`src/tmctl_consts.vh`:
```
// Constants for the 16-bit timer control block.
// Assumes inclusion by bare name from the timer design files.
`ifndef TMCTL_CONSTS_VH
`define TMCTL_CONSTS_VH

// ****************************************************
// Register offsets (byte registers on the plain port)
// ****************************************************
`define TMCTL_ADR_CTL2      4'h1
`define TMCTL_ADR_CTL1      4'h2
`define TMCTL_ADR_STAT      4'h3
`define TMCTL_ADR_CAP1_HI   4'h4
`define TMCTL_ADR_CAP1_LO   4'h5
`define TMCTL_ADR_CMP1_HI   4'h6
`define TMCTL_ADR_CMP1_LO   4'h7
`define TMCTL_ADR_CAP2_HI   4'h8
`define TMCTL_ADR_CAP2_LO   4'h9
`define TMCTL_ADR_CMP2_HI   4'hA
`define TMCTL_ADR_CMP2_LO   4'hB
`define TMCTL_ADR_CNT_HI    4'hC
`define TMCTL_ADR_CNT_LO    4'hD

// ****************************************************
// Control one fields
// ****************************************************
`define TMCTL_C1_CAP_IE     7
`define TMCTL_C1_CMP_IE     6
`define TMCTL_C1_OVF_IE     5
`define TMCTL_C1_FORCE2     4
`define TMCTL_C1_FORCE1     3
`define TMCTL_C1_LVL2       2
`define TMCTL_C1_EDGE1      1
`define TMCTL_C1_LVL1       0

// ****************************************************
// Control two fields
// ****************************************************
`define TMCTL_C2_PIN1_EN    7
`define TMCTL_C2_PIN2_EN    6
`define TMCTL_C2_ONE_PULSE  5
`define TMCTL_C2_PWM        4
`define TMCTL_C2_EDGE2      1

// ****************************************************
// Status fields
// ****************************************************
`define TMCTL_ST_CAP1       7
`define TMCTL_ST_CMP1       6
`define TMCTL_ST_OVF        5
`define TMCTL_ST_CAP2       4
`define TMCTL_ST_CMP2       3

// ****************************************************
// Reset values and fixed loads
// ****************************************************
`define TMCTL_CTL1_RST      8'h00
`define TMCTL_CTL2_RST      8'h00
`define TMCTL_CMP_RST       16'h8000
`define TMCTL_CNT_RST       16'hFFFC
`define TMCTL_CNT_RELOAD    16'hFFFC
`define TMCTL_CAP_OPM_VAL   16'hFFFD

`endif

```
`src/tmctl_edge.v`:
```
// Synchronises one capture pin and detects its selected edge.
// Assumes the pin is asynchronous to sys_clk.
`timescale 1ns/1ns

module tmctl_edge (
    sys_clk,
    rst_n,
    pin_in,
    rise_sel,
    edge_hit
);
    input  wire sys_clk;   // Timer clock
    input  wire rst_n;     // Async reset, active low
    input  wire pin_in;    // Raw capture pin
    input  wire rise_sel;  // 1 rising, 0 falling
    output wire edge_hit;  // One-cycle pulse on selected edge

    reg sync1_ff;  // First stage, read only by second
    reg sync2_ff;  // Second stage
    reg prev_ff;   // Delayed copy for edge detection

    // ****************************************************
    // Two-stage synchroniser and history
    // ****************************************************
    always @(posedge sys_clk or negedge rst_n) begin
        if (!rst_n) begin
            sync1_ff <= 1'b0;
            sync2_ff <= 1'b0;
            prev_ff  <= 1'b0;
        end else begin
            sync1_ff <= pin_in;
            sync2_ff <= sync1_ff;
            prev_ff  <= sync2_ff;
        end
    end

    // Edge polarity chosen by software
    assign edge_hit = rise_sel ? (sync2_ff & ~prev_ff) : (~sync2_ff & prev_ff);
endmodule

```
`src/tmctl_timer.v`:
```
// 16-bit free-running timer control: modes, low power, events and interrupt.
// Assumes a byte register port and core halt and mask.
//
// Summary of operation
// - Compare high write suspends compare until low
// - No compare flags set in pulse-width mode
// - Pulse-width: second compare sets capture one flag
// - Pulse-width: pin one disconnected, pin two captures
// - Pulse-width wins over one-pulse
// - Wait mode: timer runs, interrupts wake
// - Halt stops counter; resumes or restarts
// - Edge in halt arms capture at exit
// - Enabled, unmasked events end wait, none halt
// - One vector, enable and mask gate
// - Capture enable gates both capture flags
// - Compare enable gates both compare flags
// - Overflow enable gates overflow flag
// - Force two drives level two if enabled
// - Force one drives level one if enabled
// - Level two on pin two, pin one in modes
// - Edge select one picks pin one polarity
// - Level one to pin one on first match
// - Pin one enable only connects the pin
// - Pin two enable only connects the pin
// - One-pulse: pin one edge fires pulse
// - Pulse-width second match reloads FFFC
// - Status read then low read clears flag
//
// Chosen here: the plain strobed port and the address map.
`timescale 1ns/1ns
`include "tmctl_consts.vh"

module tmctl_timer (
    sys_clk,
    rst_n,
    reg_addr,
    reg_wdata,
    reg_wr,
    reg_rd,
    reg_rdata,
    cpu_mask,
    halt_mode,
    capture_in_pin_one,
    capture_in_pin_two,
    compare_out_pin_one,
    compare_out_pin_one_oe,
    compare_out_pin_two,
    compare_out_pin_two_oe,
    timer_irq,
    wake_from_wait
);
    input  wire       sys_clk;                // Timer clock
    input  wire       rst_n;                  // Async reset, active low
    input  wire [3:0] reg_addr;               // Register byte address
    input  wire [7:0] reg_wdata;              // Write data
    input  wire       reg_wr;                 // Write strobe
    input  wire       reg_rd;                 // Read strobe
    output reg  [7:0] reg_rdata;              // Read data, cycle after strobe
    input  wire       cpu_mask;               // Core interrupt mask, 1 masks
    input  wire       halt_mode;              // Core in halt
    input  wire       capture_in_pin_one;     // Capture pin one
    input  wire       capture_in_pin_two;     // Capture pin two
    output wire       compare_out_pin_one;    // Compare pin one level
    output wire       compare_out_pin_one_oe; // Pin one owned by timer
    output wire       compare_out_pin_two;    // Compare pin two level
    output wire       compare_out_pin_two_oe; // Pin two owned by timer
    output wire       timer_irq;              // Shared timer interrupt
    output wire       wake_from_wait;         // Wait-mode wake request

    // ****************************************************
    // Storage
    // ****************************************************
    reg  [7:0]  control_one_ff;   // Control one
    reg  [7:0]  control_two_ff;   // Control two
    reg  [15:0] counter_ff;       // Free-running counter
    reg  [15:0] cmp1_ff;          // Compare value one
    reg  [15:0] cmp2_ff;          // Compare value two
    reg  [15:0] cap1_ff;          // Capture value one
    reg  [15:0] cap2_ff;          // Capture value two
    reg         inh1_ff;          // Compare one suspended
    reg         inh2_ff;          // Compare two suspended
    reg  [4:0]  flags_ff;         // cap1,cmp1,ovf,cap2,cmp2
    reg  [4:0]  seen_ff;          // Flags seen set in last status read
    reg         arm1_ff;          // Capture one armed in halt
    reg         arm2_ff;          // Capture two armed in halt
    reg         halt_d_ff;        // Halt delayed, for exit detection
    reg         out1_ff;          // Compare pin one level
    reg         out2_ff;          // Compare pin two level
    reg  [4:0]  nxt_flags;        // Flag next value
    reg  [4:0]  set_ev;           // Hardware set events
    reg  [4:0]  clr_ev;           // Software clear events

    wire        edge1;            // Selected edge on pin one
    wire        edge2;            // Selected edge on pin two
    wire        pwm_mode;         // Pulse-width active
    wire        opm_mode;         // One-pulse active
    wire        halt_exit;        // Halt released this cycle
    wire        match1;           // Counter equals compare one
    wire        match2;           // Counter equals compare two
    wire        ovf;              // Counter rolls over
    wire        cap1_hit;         // Capture one fires
    wire        cap2_hit;         // Capture two fires
    wire        rd_stat;          // Status read
    wire        acc_cap1;         // Capture one low accessed
    wire        acc_cap2;         // Capture two low accessed
    wire        acc_cmp1;         // Compare one low accessed
    wire        acc_cmp2;         // Compare two low accessed
    wire        acc_cnt;          // Counter low accessed

    // ****************************************************
    // Pin edge detectors
    // ****************************************************
    tmctl_edge u_edge1 (
        .sys_clk  (sys_clk),
        .rst_n    (rst_n),
        .pin_in   (capture_in_pin_one),
        .rise_sel (control_one_ff[`TMCTL_C1_EDGE1]),
        .edge_hit (edge1)
    );

    tmctl_edge u_edge2 (
        .sys_clk  (sys_clk),
        .rst_n    (rst_n),
        .pin_in   (capture_in_pin_two),
        .rise_sel (control_two_ff[`TMCTL_C2_EDGE2]),
        .edge_hit (edge2)
    );

    // ****************************************************
    // Mode decode
    // ****************************************************
    assign pwm_mode  = control_two_ff[`TMCTL_C2_PWM];
    // Pulse-width takes priority so both set means pulse-width only
    assign opm_mode  = control_two_ff[`TMCTL_C2_ONE_PULSE] & ~pwm_mode;
    assign halt_exit = halt_d_ff & ~halt_mode;

    // Compare waits for its low byte
    assign match1 = ~halt_mode & ~inh1_ff & (counter_ff == cmp1_ff);
    assign match2 = ~halt_mode & ~inh2_ff & (counter_ff == cmp2_ff);
    assign ovf    = ~halt_mode & (counter_ff == 16'hFFFF);

    // Pin one cut off in pulse-width; halt edges wait
    assign cap1_hit = ~pwm_mode & ((edge1 & ~halt_mode) | (halt_exit & arm1_ff));
    assign cap2_hit = (edge2 & ~halt_mode) | (halt_exit & arm2_ff);

    // Register access decode
    assign rd_stat  = reg_rd & (reg_addr == `TMCTL_ADR_STAT);
    assign acc_cap1 = (reg_rd | reg_wr) & (reg_addr == `TMCTL_ADR_CAP1_LO);
    assign acc_cap2 = (reg_rd | reg_wr) & (reg_addr == `TMCTL_ADR_CAP2_LO);
    assign acc_cmp1 = (reg_rd | reg_wr) & (reg_addr == `TMCTL_ADR_CMP1_LO);
    assign acc_cmp2 = (reg_rd | reg_wr) & (reg_addr == `TMCTL_ADR_CMP2_LO);
    assign acc_cnt  = (reg_rd | reg_wr) & (reg_addr == `TMCTL_ADR_CNT_LO);

    // ****************************************************
    // Flag set and clear; a set in the clearing cycle wins
    // ****************************************************
    always @* begin
        set_ev = 5'h00;
        // Pulse-width second match sets capture one
        set_ev[4] = cap1_hit | (pwm_mode & match2) | (opm_mode & edge1 & ~halt_mode);
        // No compare flags in pulse-width
        set_ev[3] = match1 & ~pwm_mode & ~opm_mode;
        set_ev[2] = ovf;
        set_ev[1] = cap2_hit;
        set_ev[0] = match2 & ~pwm_mode;
        clr_ev = {acc_cap1 & seen_ff[4], acc_cmp1 & seen_ff[3], acc_cnt & seen_ff[2],
                  acc_cap2 & seen_ff[1], acc_cmp2 & seen_ff[0]};
        nxt_flags = (flags_ff & ~clr_ev) | set_ev;
    end

    // ****************************************************
    // Counter, captures and flags
    // ****************************************************
    always @(posedge sys_clk or negedge rst_n) begin
        if (!rst_n) begin
            counter_ff <= `TMCTL_CNT_RST;
            cap1_ff    <= 16'h0000;
            cap2_ff    <= 16'h0000;
            flags_ff   <= 5'h00;
            seen_ff    <= 5'h00;
            arm1_ff    <= 1'b0;
            arm2_ff    <= 1'b0;
            halt_d_ff  <= 1'b0;
        end else begin
            halt_d_ff <= halt_mode;
            flags_ff  <= nxt_flags;
            // Status read arms the clears
            if (rd_stat) begin
                seen_ff <= flags_ff;
            end else if (|clr_ev) begin
                seen_ff <= seen_ff & ~clr_ev;
            end
            // Halt edges only arm
            if (halt_mode) begin
                if (edge1 & ~pwm_mode) arm1_ff <= 1'b1;
                if (edge2) arm2_ff <= 1'b1;
            end else begin
                arm1_ff <= 1'b0;
                arm2_ff <= 1'b0;
            end
            // Counter value at exit is what gets captured
            if (cap1_hit & ~opm_mode) cap1_ff <= counter_ff;
            if (cap2_hit) cap2_ff <= counter_ff;
            // Counter: frozen in halt, keeps running in wait
            if (halt_mode) begin
                counter_ff <= counter_ff;
            end else if (reg_wr & (reg_addr == `TMCTL_ADR_CNT_LO)) begin
                counter_ff <= `TMCTL_CNT_RST;
            end else if (pwm_mode & match2) begin
                counter_ff <= `TMCTL_CNT_RELOAD;
            end else if (opm_mode & edge1) begin
                counter_ff <= `TMCTL_CNT_RELOAD;
                cap1_ff    <= `TMCTL_CAP_OPM_VAL;
            end else begin
                counter_ff <= counter_ff + 16'h0001;
            end
        end
    end

    // ****************************************************
    // Software registers
    // ****************************************************
    always @(posedge sys_clk or negedge rst_n) begin
        if (!rst_n) begin
            control_one_ff <= `TMCTL_CTL1_RST;
            control_two_ff <= `TMCTL_CTL2_RST;
            cmp1_ff        <= `TMCTL_CMP_RST;
            cmp2_ff        <= `TMCTL_CMP_RST;
            inh1_ff        <= 1'b0;
            inh2_ff        <= 1'b0;
        end else if (reg_wr) begin
            case (reg_addr)
                `TMCTL_ADR_CTL1: begin
                    control_one_ff <= reg_wdata;
                end
                `TMCTL_ADR_CTL2: begin
                    control_two_ff <= reg_wdata;
                end
                `TMCTL_ADR_CMP1_HI: begin
                    cmp1_ff[15:8] <= reg_wdata;
                    inh1_ff       <= 1'b1;
                end
                `TMCTL_ADR_CMP1_LO: begin
                    cmp1_ff[7:0] <= reg_wdata;
                    inh1_ff      <= 1'b0;
                end
                `TMCTL_ADR_CMP2_HI: begin
                    cmp2_ff[15:8] <= reg_wdata;
                    inh2_ff       <= 1'b1;
                end
                `TMCTL_ADR_CMP2_LO: begin
                    cmp2_ff[7:0] <= reg_wdata;
                    inh2_ff      <= 1'b0;
                end
                default: begin
                    // Read-only or unmapped: write ignored
                    inh1_ff <= inh1_ff;
                end
            endcase
        end
    end

    // ****************************************************
    // Compare outputs
    // ****************************************************
    always @(posedge sys_clk or negedge rst_n) begin
        if (!rst_n) begin
            out1_ff <= 1'b0;
            out2_ff <= 1'b0;
        end else begin
            // Channel one: special modes use both levels
            if (pwm_mode) begin
                if (match2) out1_ff <= control_one_ff[`TMCTL_C1_LVL2];
                else if (match1) out1_ff <= control_one_ff[`TMCTL_C1_LVL1];
            end else if (opm_mode) begin
                if (edge1 & ~halt_mode) out1_ff <= control_one_ff[`TMCTL_C1_LVL2];
                else if (match1) out1_ff <= control_one_ff[`TMCTL_C1_LVL1];
            end else if (control_one_ff[`TMCTL_C1_FORCE1]) begin
                out1_ff <= control_one_ff[`TMCTL_C1_LVL1];
            end else if (match1) begin
                out1_ff <= control_one_ff[`TMCTL_C1_LVL1];
            end
            // Channel two: plain mode only
            if (~pwm_mode & ~opm_mode) begin
                if (control_one_ff[`TMCTL_C1_FORCE2]) out2_ff <= control_one_ff[`TMCTL_C1_LVL2];
                else if (match2) out2_ff <= control_one_ff[`TMCTL_C1_LVL2];
            end
        end
    end

    // Enables only hand the pin over
    assign compare_out_pin_one    = out1_ff;
    assign compare_out_pin_one_oe = control_two_ff[`TMCTL_C2_PIN1_EN];
    assign compare_out_pin_two    = out2_ff;
    assign compare_out_pin_two_oe = control_two_ff[`TMCTL_C2_PIN2_EN];

    // ****************************************************
    // Interrupt: one shared vector, per-group enables
    // ****************************************************
    wire irq_raw;  // Gated flag OR before core mask
    assign irq_raw = (control_one_ff[`TMCTL_C1_CAP_IE] & (flags_ff[4] | flags_ff[1]))
                   | (control_one_ff[`TMCTL_C1_CMP_IE] & (flags_ff[3] | flags_ff[0]))
                   | (control_one_ff[`TMCTL_C1_OVF_IE] & flags_ff[2]);
    assign timer_irq = irq_raw & ~cpu_mask;
    // Timer events end wait but never halt
    assign wake_from_wait = timer_irq & ~halt_mode;

    // ****************************************************
    // Read data, one cycle after the strobe
    // ****************************************************
    always @(posedge sys_clk or negedge rst_n) begin
        if (!rst_n) begin
            reg_rdata <= 8'h00;
        end else if (reg_rd) begin
            case (reg_addr)
                `TMCTL_ADR_CTL1:    reg_rdata <= control_one_ff;
                `TMCTL_ADR_CTL2:    reg_rdata <= control_two_ff;
                `TMCTL_ADR_STAT:    reg_rdata <= {flags_ff, 3'b000};
                `TMCTL_ADR_CAP1_HI: reg_rdata <= cap1_ff[15:8];
                `TMCTL_ADR_CAP1_LO: reg_rdata <= cap1_ff[7:0];
                `TMCTL_ADR_CMP1_HI: reg_rdata <= cmp1_ff[15:8];
                `TMCTL_ADR_CMP1_LO: reg_rdata <= cmp1_ff[7:0];
                `TMCTL_ADR_CAP2_HI: reg_rdata <= cap2_ff[15:8];
                `TMCTL_ADR_CAP2_LO: reg_rdata <= cap2_ff[7:0];
                `TMCTL_ADR_CMP2_HI: reg_rdata <= cmp2_ff[15:8];
                `TMCTL_ADR_CMP2_LO: reg_rdata <= cmp2_ff[7:0];
                `TMCTL_ADR_CNT_HI:  reg_rdata <= counter_ff[15:8];
                `TMCTL_ADR_CNT_LO:  reg_rdata <= counter_ff[7:0];
                default:            reg_rdata <= 8'h00;
            endcase
        end else begin
            reg_rdata <= 8'h00;
        end
    end
endmodule

```
`config.mk`:
```
export PLATFORM = sky130hd
export DESIGN_NAME = tmctl_timer
export DESIGN_NICKNAME = d
export VERILOG_FILES = /design/src/tmctl_edge.v /design/src/tmctl_timer.v
export VERILOG_INCLUDE_DIRS = /design/src
export SDC_FILE = /design/constraint.sdc
export NUM_CORES = 1
export LEC_CHECK = 0
export ABC_AREA = 1
export BUFFER_PORTS_ARGS = -buffer_cell sky130_fd_sc_hd__buf_4
export CORE_ASPECT_RATIO = 1.4
export CORE_MARGIN = 2
export CORE_UTILIZATION = 45
export CTS_BUF_LIST = sky130_fd_sc_hd__clkbuf_4 sky130_fd_sc_hd__clkbuf_8 sky130_fd_sc_hd__clkbuf_16
export DETAILED_ROUTE_END_ITERATION = 10
export PLACE_DENSITY = 0.68
export SLEW_MARGIN = 10
export SYNTH_ARGS = -nofsm -noshare
export SYNTH_HDL_FRONTEND = slang
export SYNTH_SLANG_ARGS = --single-unit
```
`constraint.sdc`:
```
create_clock -name sys_clk -period 1.71 [get_ports sys_clk]
set_clock_uncertainty 0.05 [all_clocks]
set_input_delay 0.171 -clock sys_clk [delete_from_list [all_inputs] [get_ports sys_clk]]
set_output_delay 0.171 -clock sys_clk [all_outputs]
set_load 0.01 [all_outputs]
```
==> results by group, run 1 <==
Detailed routing
  • Total wire length: 22500 um
  • Initial DRC count: 517
  • DRC errors left: 0
  • Average routed wire per standard cell: 19.2 um
  • DRT antenna net count: 0
  • Via density: ~5.4
  • Total number of vias: 6345
  • Drt first pass iters: 5

Synth
  • Synthesized area: between 6000 and 7000 um2
  • Count leader, synth: nand2_1
  • Top FF cell, synth: dfrtp_1
  • Cells after Synth: 832
  • Warnings, synthesis: 0
  • Top cell type's share of synthesized area: 0.431
  • Most instantiated cells after synthesis: nand2_1, dfrtp_1, o21ai_0
  • Fraction of registers with async set/reset: 1.00
  • Dominant cell type by area after synthesis: dfrtp_1
  • Sequential share of the synthesized area: 0.496
  • Avg Cell Area, Syn: 7.75 um2
  • Post-synth EDFFs: 0
  • Syn Nets: roughly 850
  • #FFs+latches synth: 127
  • Distinct cells, synth: 42
  • Synth area leaders: dfrtp_1, nand2_1, o21ai_0

Place
  • Placement Setup Slack: -0.182 ns
  • IO Port Bufs: 33
  • Routability cong.: 1.05
  • Dpl cell area: 7490 um2
  • Final HPWL DP: 17100 um

Die
  • Die area: 15300 um2
  • Ports: 34
  • Die H: 146 um
  • Rows: 51
  • Initial Utilization: 0.461
  • CORE AREA: 14000 um2
  • Die width: 105 um

Pwr
  • Pwr Total: roughly 12 mW
  • VDD IR max: 0.000742 V
  • Lkg Pwr: roughly 4.2 nW
  • Power Density: 1450 nW/um2

Setup path
  • CP arrival: approximately 2.1 ns
  • Startpoint types: register
  • Crit-path slowest cell: dfstp_2
  • Crit path capture type: register
  • Largest stage delay on the critical path: 0.67 ns
  • CP Max Fanout: 14
  • Worst path cell trace: inv_2 > nand2_1 > nand4_1 > nor2_4 > nand4_4 > nand2_4 > nand2_8 > o21ai_1
  • Req. time, crit path: 2.03 ns
  • FF-to-FF setup slack: -0.03 ns
  • Setup CP Type: register to register

STA
  • Final setup fails: 15
  • Max transition margin: 0.682
  • F_max: 574 MHz
  • Final cycle utilization of the critical path: 1.02
  • WHS: 0.0276 ns
  • Final number of max-transition violations: 0
  • Tightest Pin Transition: 0.476 ns
  • Tmin final: 1.74 ns
  • Final hold violation count: 0
  • RSZ-0062 raised after global routing: true
  • Final setup margin: -0.0334 ns

Clocking
  • H-Tree Level Count: 4
  • Cts bufs inserted: 17
  • Clk sinks: around 130
  • Clk root buf: clkbuf_16
  • CTS clk-pin slew, worst paths: 0.06 ns
  • Clock latency on the worst-skew pair: approximately 0.44 ns
  • CTS tree: built
  • Clk buf depth: 2

Global routing
  • First-pass GRT wire length: 34700 um
  • Largest net degree at the start of global routing: 45
  • Vias in the first global route: between 6000 and 7000
  • Congestion Overflow GR: 0
  • Initial antenna violation count: 0
  • GRT Util Overall: 0.305

Run
  • Max cap viols: 0

Final layout
  • Nets: between 900 and 1000
  • Final instance area: approximately 8400 um2
  • Fillcell total: 1273
  • Register area: roughly 3200 um2
  • Area of the multi-input gates: between 2000 and 3000 um2
  • Core Util, Final: 0.604
  • Area Growth Syn to Fin: 30.9%
  • Share of layout cells above drive strength 1: 0.253
  • Diode count: 0

Outcome
  • Status: complete, but fails checks
  • Violations in the final reports: negative setup slack

Worst hold path
  • Hold crit path type: primary input to register
==> metal layers <==
layer / part of all wire / wire length, um / global-route usage
met4: 0.069 / 1550 / 0.210
met2: 0.47 / 10500 / 0.478
met1: 0.40 / 8950 / 0.385
met5: 0 / 0 / 0
met3: 0.066 / 1480 / 0.0506
==> cells in the final DEF (no fill, tap or decap), types with 6 or more instances in the layout <==
cell / count
a21oi_1: 16
buf_4: 120
buf_6: 8
clkbuf_16: 17
dfrtp_1: 110
dfstp_2: 16
dlygate4sd3_1: 12
inv_1: 84
inv_2: 19
nand2_1: 266
nand2_2: 15
nand3_1: 40
nand4_1: 13
nor2_1: 42
nor2_2: 8
o211ai_1: 10
o21ai_0: 88
o21ai_1: 13
o22ai_1: 15
xor2_1: 6
==> path summary, 6_finish.rpt <==
| check | startpoint | endpoint | depth (start not counted) |
|---|---|---|---|
| setup reg to reg | counter_ff[9] | counter_ff[3] | 8 |
| hold reg to reg | u_edge1.sync1_ff | u_edge1.sync2_ff | 0 |
| max in group asynchronous | rst_n | counter_ff[10] | 3 |
| setup / recovery | counter_ff[9] | counter_ff[3] | 8 |
| hold / removal | halt_mode | halt_d_ff | 2 |
| min in group asynchronous | rst_n | cmp1_ff[10] | 2 |
==> cells by family (layout without fill, tap and decap cells) <==
| family | count (synthesis) | count (layout) | share of synthesized area |
|---|---|---|---|
| and+or+nand+nor | 407 | 407 | 0.273 |
| AOI/OAI and AO/OA | 157 | 157 | 0.134 |
| buffers and inverters | 131 | 284 | 0.0827 |
| DFF | 127 | 127 | 0.496 |
| xor gates and xnor gates | 9 | 9 | 0.0122 |
| adders and majority gates | 1 | 1 | 0.00194 |
==> repair_timing <==
| item | in CTS | in global routing |
|---|---|---|
| pin swaps | 8 | 12 |
| endpoints found under the hold margin | 129 | 0 |
| setup buffers | 13 | 3 |
| gates resized for setup | 25 | 15 |
| hold buffers | 12 | 0 |
| endpoints found under the setup margin | 12 | 23 |
| cloned | 0 | 0 |
==> flip-flops by register name, indices dropped and copies added, names as in the netlist, 5 cells and up <==
| name | cells |
|---|---|
| cap1_ff | 16 |
| cap2_ff | 16 |
| cmp1_ff | 16 |
| cmp2_ff | 16 |
| control_one_ff | 8 |
| control_two_ff | 8 |
| counter_ff | 16 |
| flags_ff | 5 |
| reg_rdata | 8 |
| seen_ff | 5 |
==> critical path, delay by kind of cell (launching register included) <==
kind / cells / cell delay, ns
DFF: 1 / 0.67
AOI/OAI and AO/OA: 1 / 0.10
and+or+nand+nor: 6 / 0.78
buffers and inverters: 1 / 0.06
==> area by class of cell <==
cell class,instances,share of cell area
Tap cell,185,0.0274
Multi-Input combinational cell,574,0.333
Sequential cell,127,0.379
Clock inverter,14,0.0159
Clock buffer,18,0.0520
Timing Repair Buffer,145,0.144
Inverter,107,0.0486
==> power breakdown <==
group | switching, mW | internal, mW
clock | 1.46 | 2.05
combinational | 2.33 | 1.76
sequential | 0.673 | 3.96
total | 4.47 | 7.77
==> metrics by stage <==
stage               setup TNS (ns)  std cells
global placement            -0.636       1110
detailed placement          -0.659       1110
floorplan                        0        832
finish                      -0.236       1170
global route                 -1.27       1170
CTS                         -0.149       1167
Note: power is estimated with default switching activity, not from simulation.
==> run 2, diff against run 1 <==
--- a/config.mk
+++ b/config.mk
@@ -14,6 +14,7 @@
 export CTS_BUF_LIST = sky130_fd_sc_hd__clkbuf_4 sky130_fd_sc_hd__clkbuf_8 sky130_fd_sc_hd__clkbuf_16
 export DETAILED_ROUTE_END_ITERATION = 10
 export PLACE_DENSITY = 0.68
+export RECOVER_POWER = 25
 export SLEW_MARGIN = 10
 export SYNTH_ARGS = -nofsm -noshare
 export SYNTH_HDL_FRONTEND = slang
==> run 2 against run 1 <==
The flow still finishes with violations (negative setup slack). Design area decreased by 0.33%. Clock power about the same. Critical path depth unchanged. Count of clock-buffer cells in the layout unchanged. Global-route usage unchanged. Register-to-register slack about the same. Hold slack improved by 0.0045 ns. Via count increased by 0.14%. Combinational power about the same. Highest routed layer unchanged. Sequential power about the same. Total power about the same.
==> results by group, run 2 (synthesized netlist as in run 1, its figures left out) <==
STA
  • Final hold violation count: 0
  • Max transition margin: 0.565
  • Final setup fails: 15
  • RSZ-0062 raised after global routing: true
  • F_max: approximately 570 MHz
  • Final cycle utilization of the critical path: 1.03
  • Final setup margin: -0.0441 ns
  • Tmin final: 1.75 ns
  • Final number of max-transition violations: 0
  • Tightest Pin Transition: 0.652 ns

Detailed routing
  • Via density: 5.43
  • Drt first pass iters: 5
  • Total wire length: 22500 um
  • Initial DRC count: 539
  • DRT antenna net count: 0
  • Average routed wire per standard cell: 19.2 um
  • Total number of vias: 6354
  • DRC errors left: 0

Setup path
  • Worst path cell trace: inv_2 > nand2_1 > nand4_1 > nor2_4 > nand4_4 > buf_6 > nand4_1 > nand2_1
  • Setup CP Type: register to register
  • FF-to-FF setup slack: -0.04 ns
  • Crit-path slowest cell: dfstp_2
  • Req. time, crit path: 1.98 ns
  • Startpoint types: register
  • Largest stage delay on the critical path: a little under 0.7 ns
  • Crit path capture type: register
  • CP arrival: 2.02 ns
  • CP Max Fanout: 8

Final layout
  • Most frequent cells in the layout: nand2_1, buf_4, dfrtp_1
  • Final instance area: 8410 um2
  • Fin cells: around 1200
  • Nets: 993
  • Area Growth Syn to Fin: 30.5%
  • Diode count: 0
  • Fillcell total: between 1000 and 1500
  • Commonest non-fill, non-tap cell in the layout: nand2_1
  • Share of layout cells above drive strength 1: 0.252

Die
  • CORE AREA: about 14000 um2
  • Die width: 105 um
  • Rows: 51
  • Die H: about 150 um
  • Ports: 34
  • Initial Utilization: 0.461
  • Die area: 15300 um2

Pwr
  • Pint: 7.76 mW
  • Sw Share: 0.366
  • Combinational power share: 0.334
  • Clock power share: 0.288
  • Reg power frac: 0.378
  • Switching power: 4.48 mW
  • VDD IR max: 0.000740 V
  • Pwr Total: 12.2 mW
  • Power Density: about 1500 nW/um2
  • Lkg Pwr: 4.22 nW

Global routing
  • Largest net degree at the start of global routing: 45
  • First-pass GRT wire length: 34700 um
  • Congestion Overflow GR: 0
  • GRT Util Overall: 0.305
  • Vias in the first global route: 6186
  • Initial antenna violation count: 0

Clocking
  • Clk root buf: clkbuf_16
  • Cts bufs inserted: 17
  • CTS clk-pin slew, worst paths: 0.06 ns
  • Clk sinks: 127
  • H-Tree Level Count: 4
  • Clk buf depth: 2
  • CTS tree: built
  • Clock latency on the worst-skew pair: 0.44 ns

Place
  • Final HPWL DP: 17100 um
  • Dpl cell area: about 7500 um2
  • Routability cong.: 1.05
  • Placed cells: 1110
  • Placement Setup Slack: -0.182 ns
  • IO Port Bufs: 33

Worst hold path
  • Hold crit path type: primary input to register

Run
  • Max cap viols: 0

Outcome
  • Violations in the final reports: negative setup slack
  • Status: complete, but fails checks
[run 2: changes by cell type in the layout (fill, tap and decap cells not counted)]
cell      delta
dfstp_1      +1
buf_12       -2
clkbuf_2     +1
buf_4        -4
dfstp_2      -1
clkbuf_4     +5
[run 2: layout make-up]
cell class | count | area (um2) | share of cell area
inverters | 107 | 410 | 0.0488
clock inverters | 14 | 134 | 0.0159
clock buffers | 18 | 439 | 0.0522
well taps | 185 | 231 | 0.0275
repair buffers | 145 | 1180 | 0.141
multi-input cells | 574 | 2810 | 0.335
flip-flops and latches | 127 | 3200 | 0.380
[run 2: metrics by stage]
step	hold slack, ns	TNS (ns)	util
after floorplan	-0.175	0	-
after global placement	0.0527	-0.636	0.536
after detailed placement	0.0513	-0.659	0.536
after CTS	0.0250	-0.149	0.600
after global routing	0.0333	-1.27	0.602
final	0.0321	-0.305	0.602
[run 2: power by group through the flow]
stage | sequential [mW] | combinational [mW] | clock (mW)
floorplan | 4.45 | 1.96 | 0
global placement | 4.68 | 3.50 | 0
detailed placement | 4.69 | 3.52 | 0
CTS | 4.60 | 3.91 | 3.55
global route | 4.72 | 4.46 | 3.66
finish | 4.63 | 4.09 | 3.53
[run 2: what timing repair did]
action                     in CTS  in global routing
resized for setup              25                 15
setup endpoints to repair      12                 23
gates cloned                    0                  0
hold buffers                   12                  0
hold endpoints to repair      129                  0
buffers inserted               13                  3
pin swaps                       8                 12
[run 2: worst max-delay path: cells and delay by family, from the launching register on]
kind                   cells  cell delay [ns]
and+or+nand+nor            6             0.69
DFF                        1             0.68
buffers and inverters      2             0.23
[run 2: per-layer routing]
layer | GRT usage | up-vias | part of all wire
li1 | - | 2959 | -
met1 | 0.385 | 3018 | 0.40
met2 | 0.478 | 286 | 0.46
met3 | 0.0506 | 91 | 0.061
met4 | 0.210 | 0 | 0.073
met5 | 0 | - | 0
[run 2: worst paths after layout]
| path | cells past startpoint | from | endpoint |
|---|---|---|---|
| worst max register to register | 8 | counter_ff[9] | counter_ff[1] |
| max in group asynchronous | 3 | rst_n | counter_ff[1] |
| worst max-delay path | 8 | counter_ff[9] | counter_ff[1] |
| worst min register to register | 0 | u_edge1.sync1_ff | u_edge1.sync2_ff |
| min in group asynchronous | 2 | rst_n | cmp1_ff[9] |
| worst min-delay path | 2 | halt_mode | halt_d_ff |
==> run 3, diff against run 2 <==
--- a/config.mk
+++ b/config.mk
@@ -15,6 +15,7 @@
 export DETAILED_ROUTE_END_ITERATION = 10
 export PLACE_DENSITY = 0.68
 export RECOVER_POWER = 25
+export SKIP_LAST_GASP = 1
 export SLEW_MARGIN = 10
 export SYNTH_ARGS = -nofsm -noshare
 export SYNTH_HDL_FRONTEND = slang
==> run 3 against run 2 <==
The flow still finishes with violations (negative setup slack). Sequential share of layout area shrank 0.20 points. Clock power about the same. Combinational power increased by 1%. Routed wire length grew 0.83%. Critical endpoint is now counter_ff[5]. Total power rose by 0.45%. Largest power group unchanged.
==> results by group, run 3 (synthesized netlist as in run 1, its figures left out) <==
Pwr
  • Pwr Total: approximately 12 mW
  • VDD IR max: around 0.00074 V
  • Power Density: 1450 nW/um2
  • Lkg Pwr: around 4.2 nW

Final layout
  • Commonest non-fill, non-tap cell in the layout: nand2_1
  • Diode count: 0
  • Nets: around 1000
  • Final instance area: between 8000 and 9000 um2
  • Register area: between 3000 and 4000 um2
  • Area Growth Syn to Fin: 31.2%
  • Share of layout cells above drive strength 1: 0.256
  • Most frequent cells in the layout: nand2_1, buf_4, dfrtp_1
  • Fillcell total: approximately 1300
  • Core Util, Final: 0.605
  • Fin cells: 1174
  • Area of the multi-input gates: 2840 um2

Global routing
  • Initial antenna violation count: 0
  • GR Util met3: 0.0506
  • Congestion Overflow GR: 0
  • GR Util met2: 0.478
  • Vias in the first global route: 6186
  • Layer with the highest usage: met2
  • Grt met1 use: 0.385
  • Largest net degree at the start of global routing: 45
  • GRT Util Overall: 0.305
  • First-pass GRT wire length: 34700 um

Worst hold path
  • Hold wc startpoint: halt_mode
  • Hold Path Cell Cnt: 4
  • Hold EP: counter_ff[4]
  • Hold crit path type: primary input to register

Setup path
  • Worst path cell trace: inv_2 > nand2_1 > nand4_1 > nor2_4 > nand4_4 > nand2_4 > nand2_8 > nand3_2
  • Setup CP Type: register to register
  • FF-to-FF path depth: 8
  • Largest stage delay on the critical path: 0.67 ns
  • CP arrival: 2.11 ns
  • Crit path capture type: register
  • Startpoint types: register
  • Reg2reg start: counter_ff[9]
  • Req. time, crit path: 2.04 ns
  • Crit-path slowest cell: dfstp_2
  • Critical path startpoint: counter_ff[9]
  • CP Max Fanout: 8
  • R2r endpoint: counter_ff[5]
  • FF-to-FF setup slack: -0.07 ns

Detailed routing
  • DRC errors left: 0
  • Via density: 5.44
  • DRT antenna net count: 0
  • Total wire length: 22700 um
  • Initial DRC count: 520
  • Drt first pass iters: 6
  • Total number of vias: 6383
  • Average routed wire per standard cell: 19.3 um

Die
  • CORE AREA: about 14000 um2
  • Die width: 105 um
  • Die H: 146 um
  • Die area: 15300 um2
  • Ports: 34
  • Rows: 51
  • Initial Utilization: 0.461

Clocking
  • Cts bufs inserted: 17
  • CTS tree: built
  • CTS clk-pin slew, worst paths: 0.06 ns
  • Clk sinks: 127
  • H-Tree Level Count: 4
  • Clk root buf: clkbuf_16
  • Clock latency on the worst-skew pair: between 0.4 and 0.5 ns
  • Clk buf depth: 2

STA
  • Final setup fails: 17
  • Final setup margin: -0.0682 ns
  • Tmin final: 1.78 ns
  • Max transition margin: 0.546
  • Final hold violation count: 0
  • Final number of max-transition violations: 0
  • RSZ-0062 raised after global routing: true
  • Tightest Pin Transition: 0.680 ns
  • F_max: 562 MHz
  • Final cycle utilization of the critical path: 1.04

Outcome
  • Status: complete, but fails checks
  • Violations in the final reports: negative setup slack

Run
  • Max cap viols: 0

Place
  • Final HPWL DP: 17100 um
  • Dpl cell area: 7490 um2
  • Placed cells: 1110
  • Routability cong.: 1.05
  • Placement Setup Slack: -0.182 ns
  • IO Port Bufs: 33
==> run 3: repair_timing <==
action	in CTS	in global routing
hold endpoints to repair	129	0
gates resized for setup	24	18
setup endpoints to repair	12	23
pin swaps	8	17
buffers inserted	13	6
hold buffers	12	0
cloned	0	1
==> run 3: cell type report <==
type / count / share of cell area
inverters: 107 / 0.0485
clock buffers: 18 / 0.0519
flip-flops and latches: 127 / 0.378
clock inverters: 14 / 0.0158
well taps: 185 / 0.0274
multi-input cells: 575 / 0.336
repair buffers: 148 / 0.142
==> run 3: per-stage QoR <==
step	hold slack (ns)	setup TNS [ns]
after floorplan	-0.175	0
final	0.130	-0.765
after CTS	0.0250	-0.154
after detailed placement	0.0513	-0.659
after global placement	0.0527	-0.636
after global routing	0.143	-1.89
==> run 3: per-layer routing <==
layer  part of all wire  up-vias
li1                   -     2972
met1               0.40     2995
met2               0.46      324
met3              0.065       92
met4              0.075        0
met5                  0        -
==> run 3: worst max path at each step <==
stage                           to  slack, ns  cells after the start
finish               counter_ff[5]      -0.07                      8
floorplan           counter_ff[11]       0.09                     10
CTS                 counter_ff[12]      -0.03                      7
global route        counter_ff[12]      -0.14                      8
global placement    counter_ff[12]      -0.20                      8
detailed placement     flags_ff[2]      -0.18                      7
==> run 3: worst max-delay path: cells and delay by family, from the launching register on <==
kind | cells | cell delay [ns]
AND/OR/NAND/NOR | 7 | 0.93
flip-flops | 1 | 0.67
buffers and inverters | 1 | 0.06
==> run 3: power breakdown <==
| group | leakage [nW] | switching (mW) | internal, mW |
|---|---|---|---|
| Clock | 0.266 | 1.46 | 2.05 |
| Combinational | 2.45 | 2.36 | 1.79 |
| Sequential | 1.53 | 0.676 | 3.96 |
| Total | 4.24 | 4.50 | 7.80 |
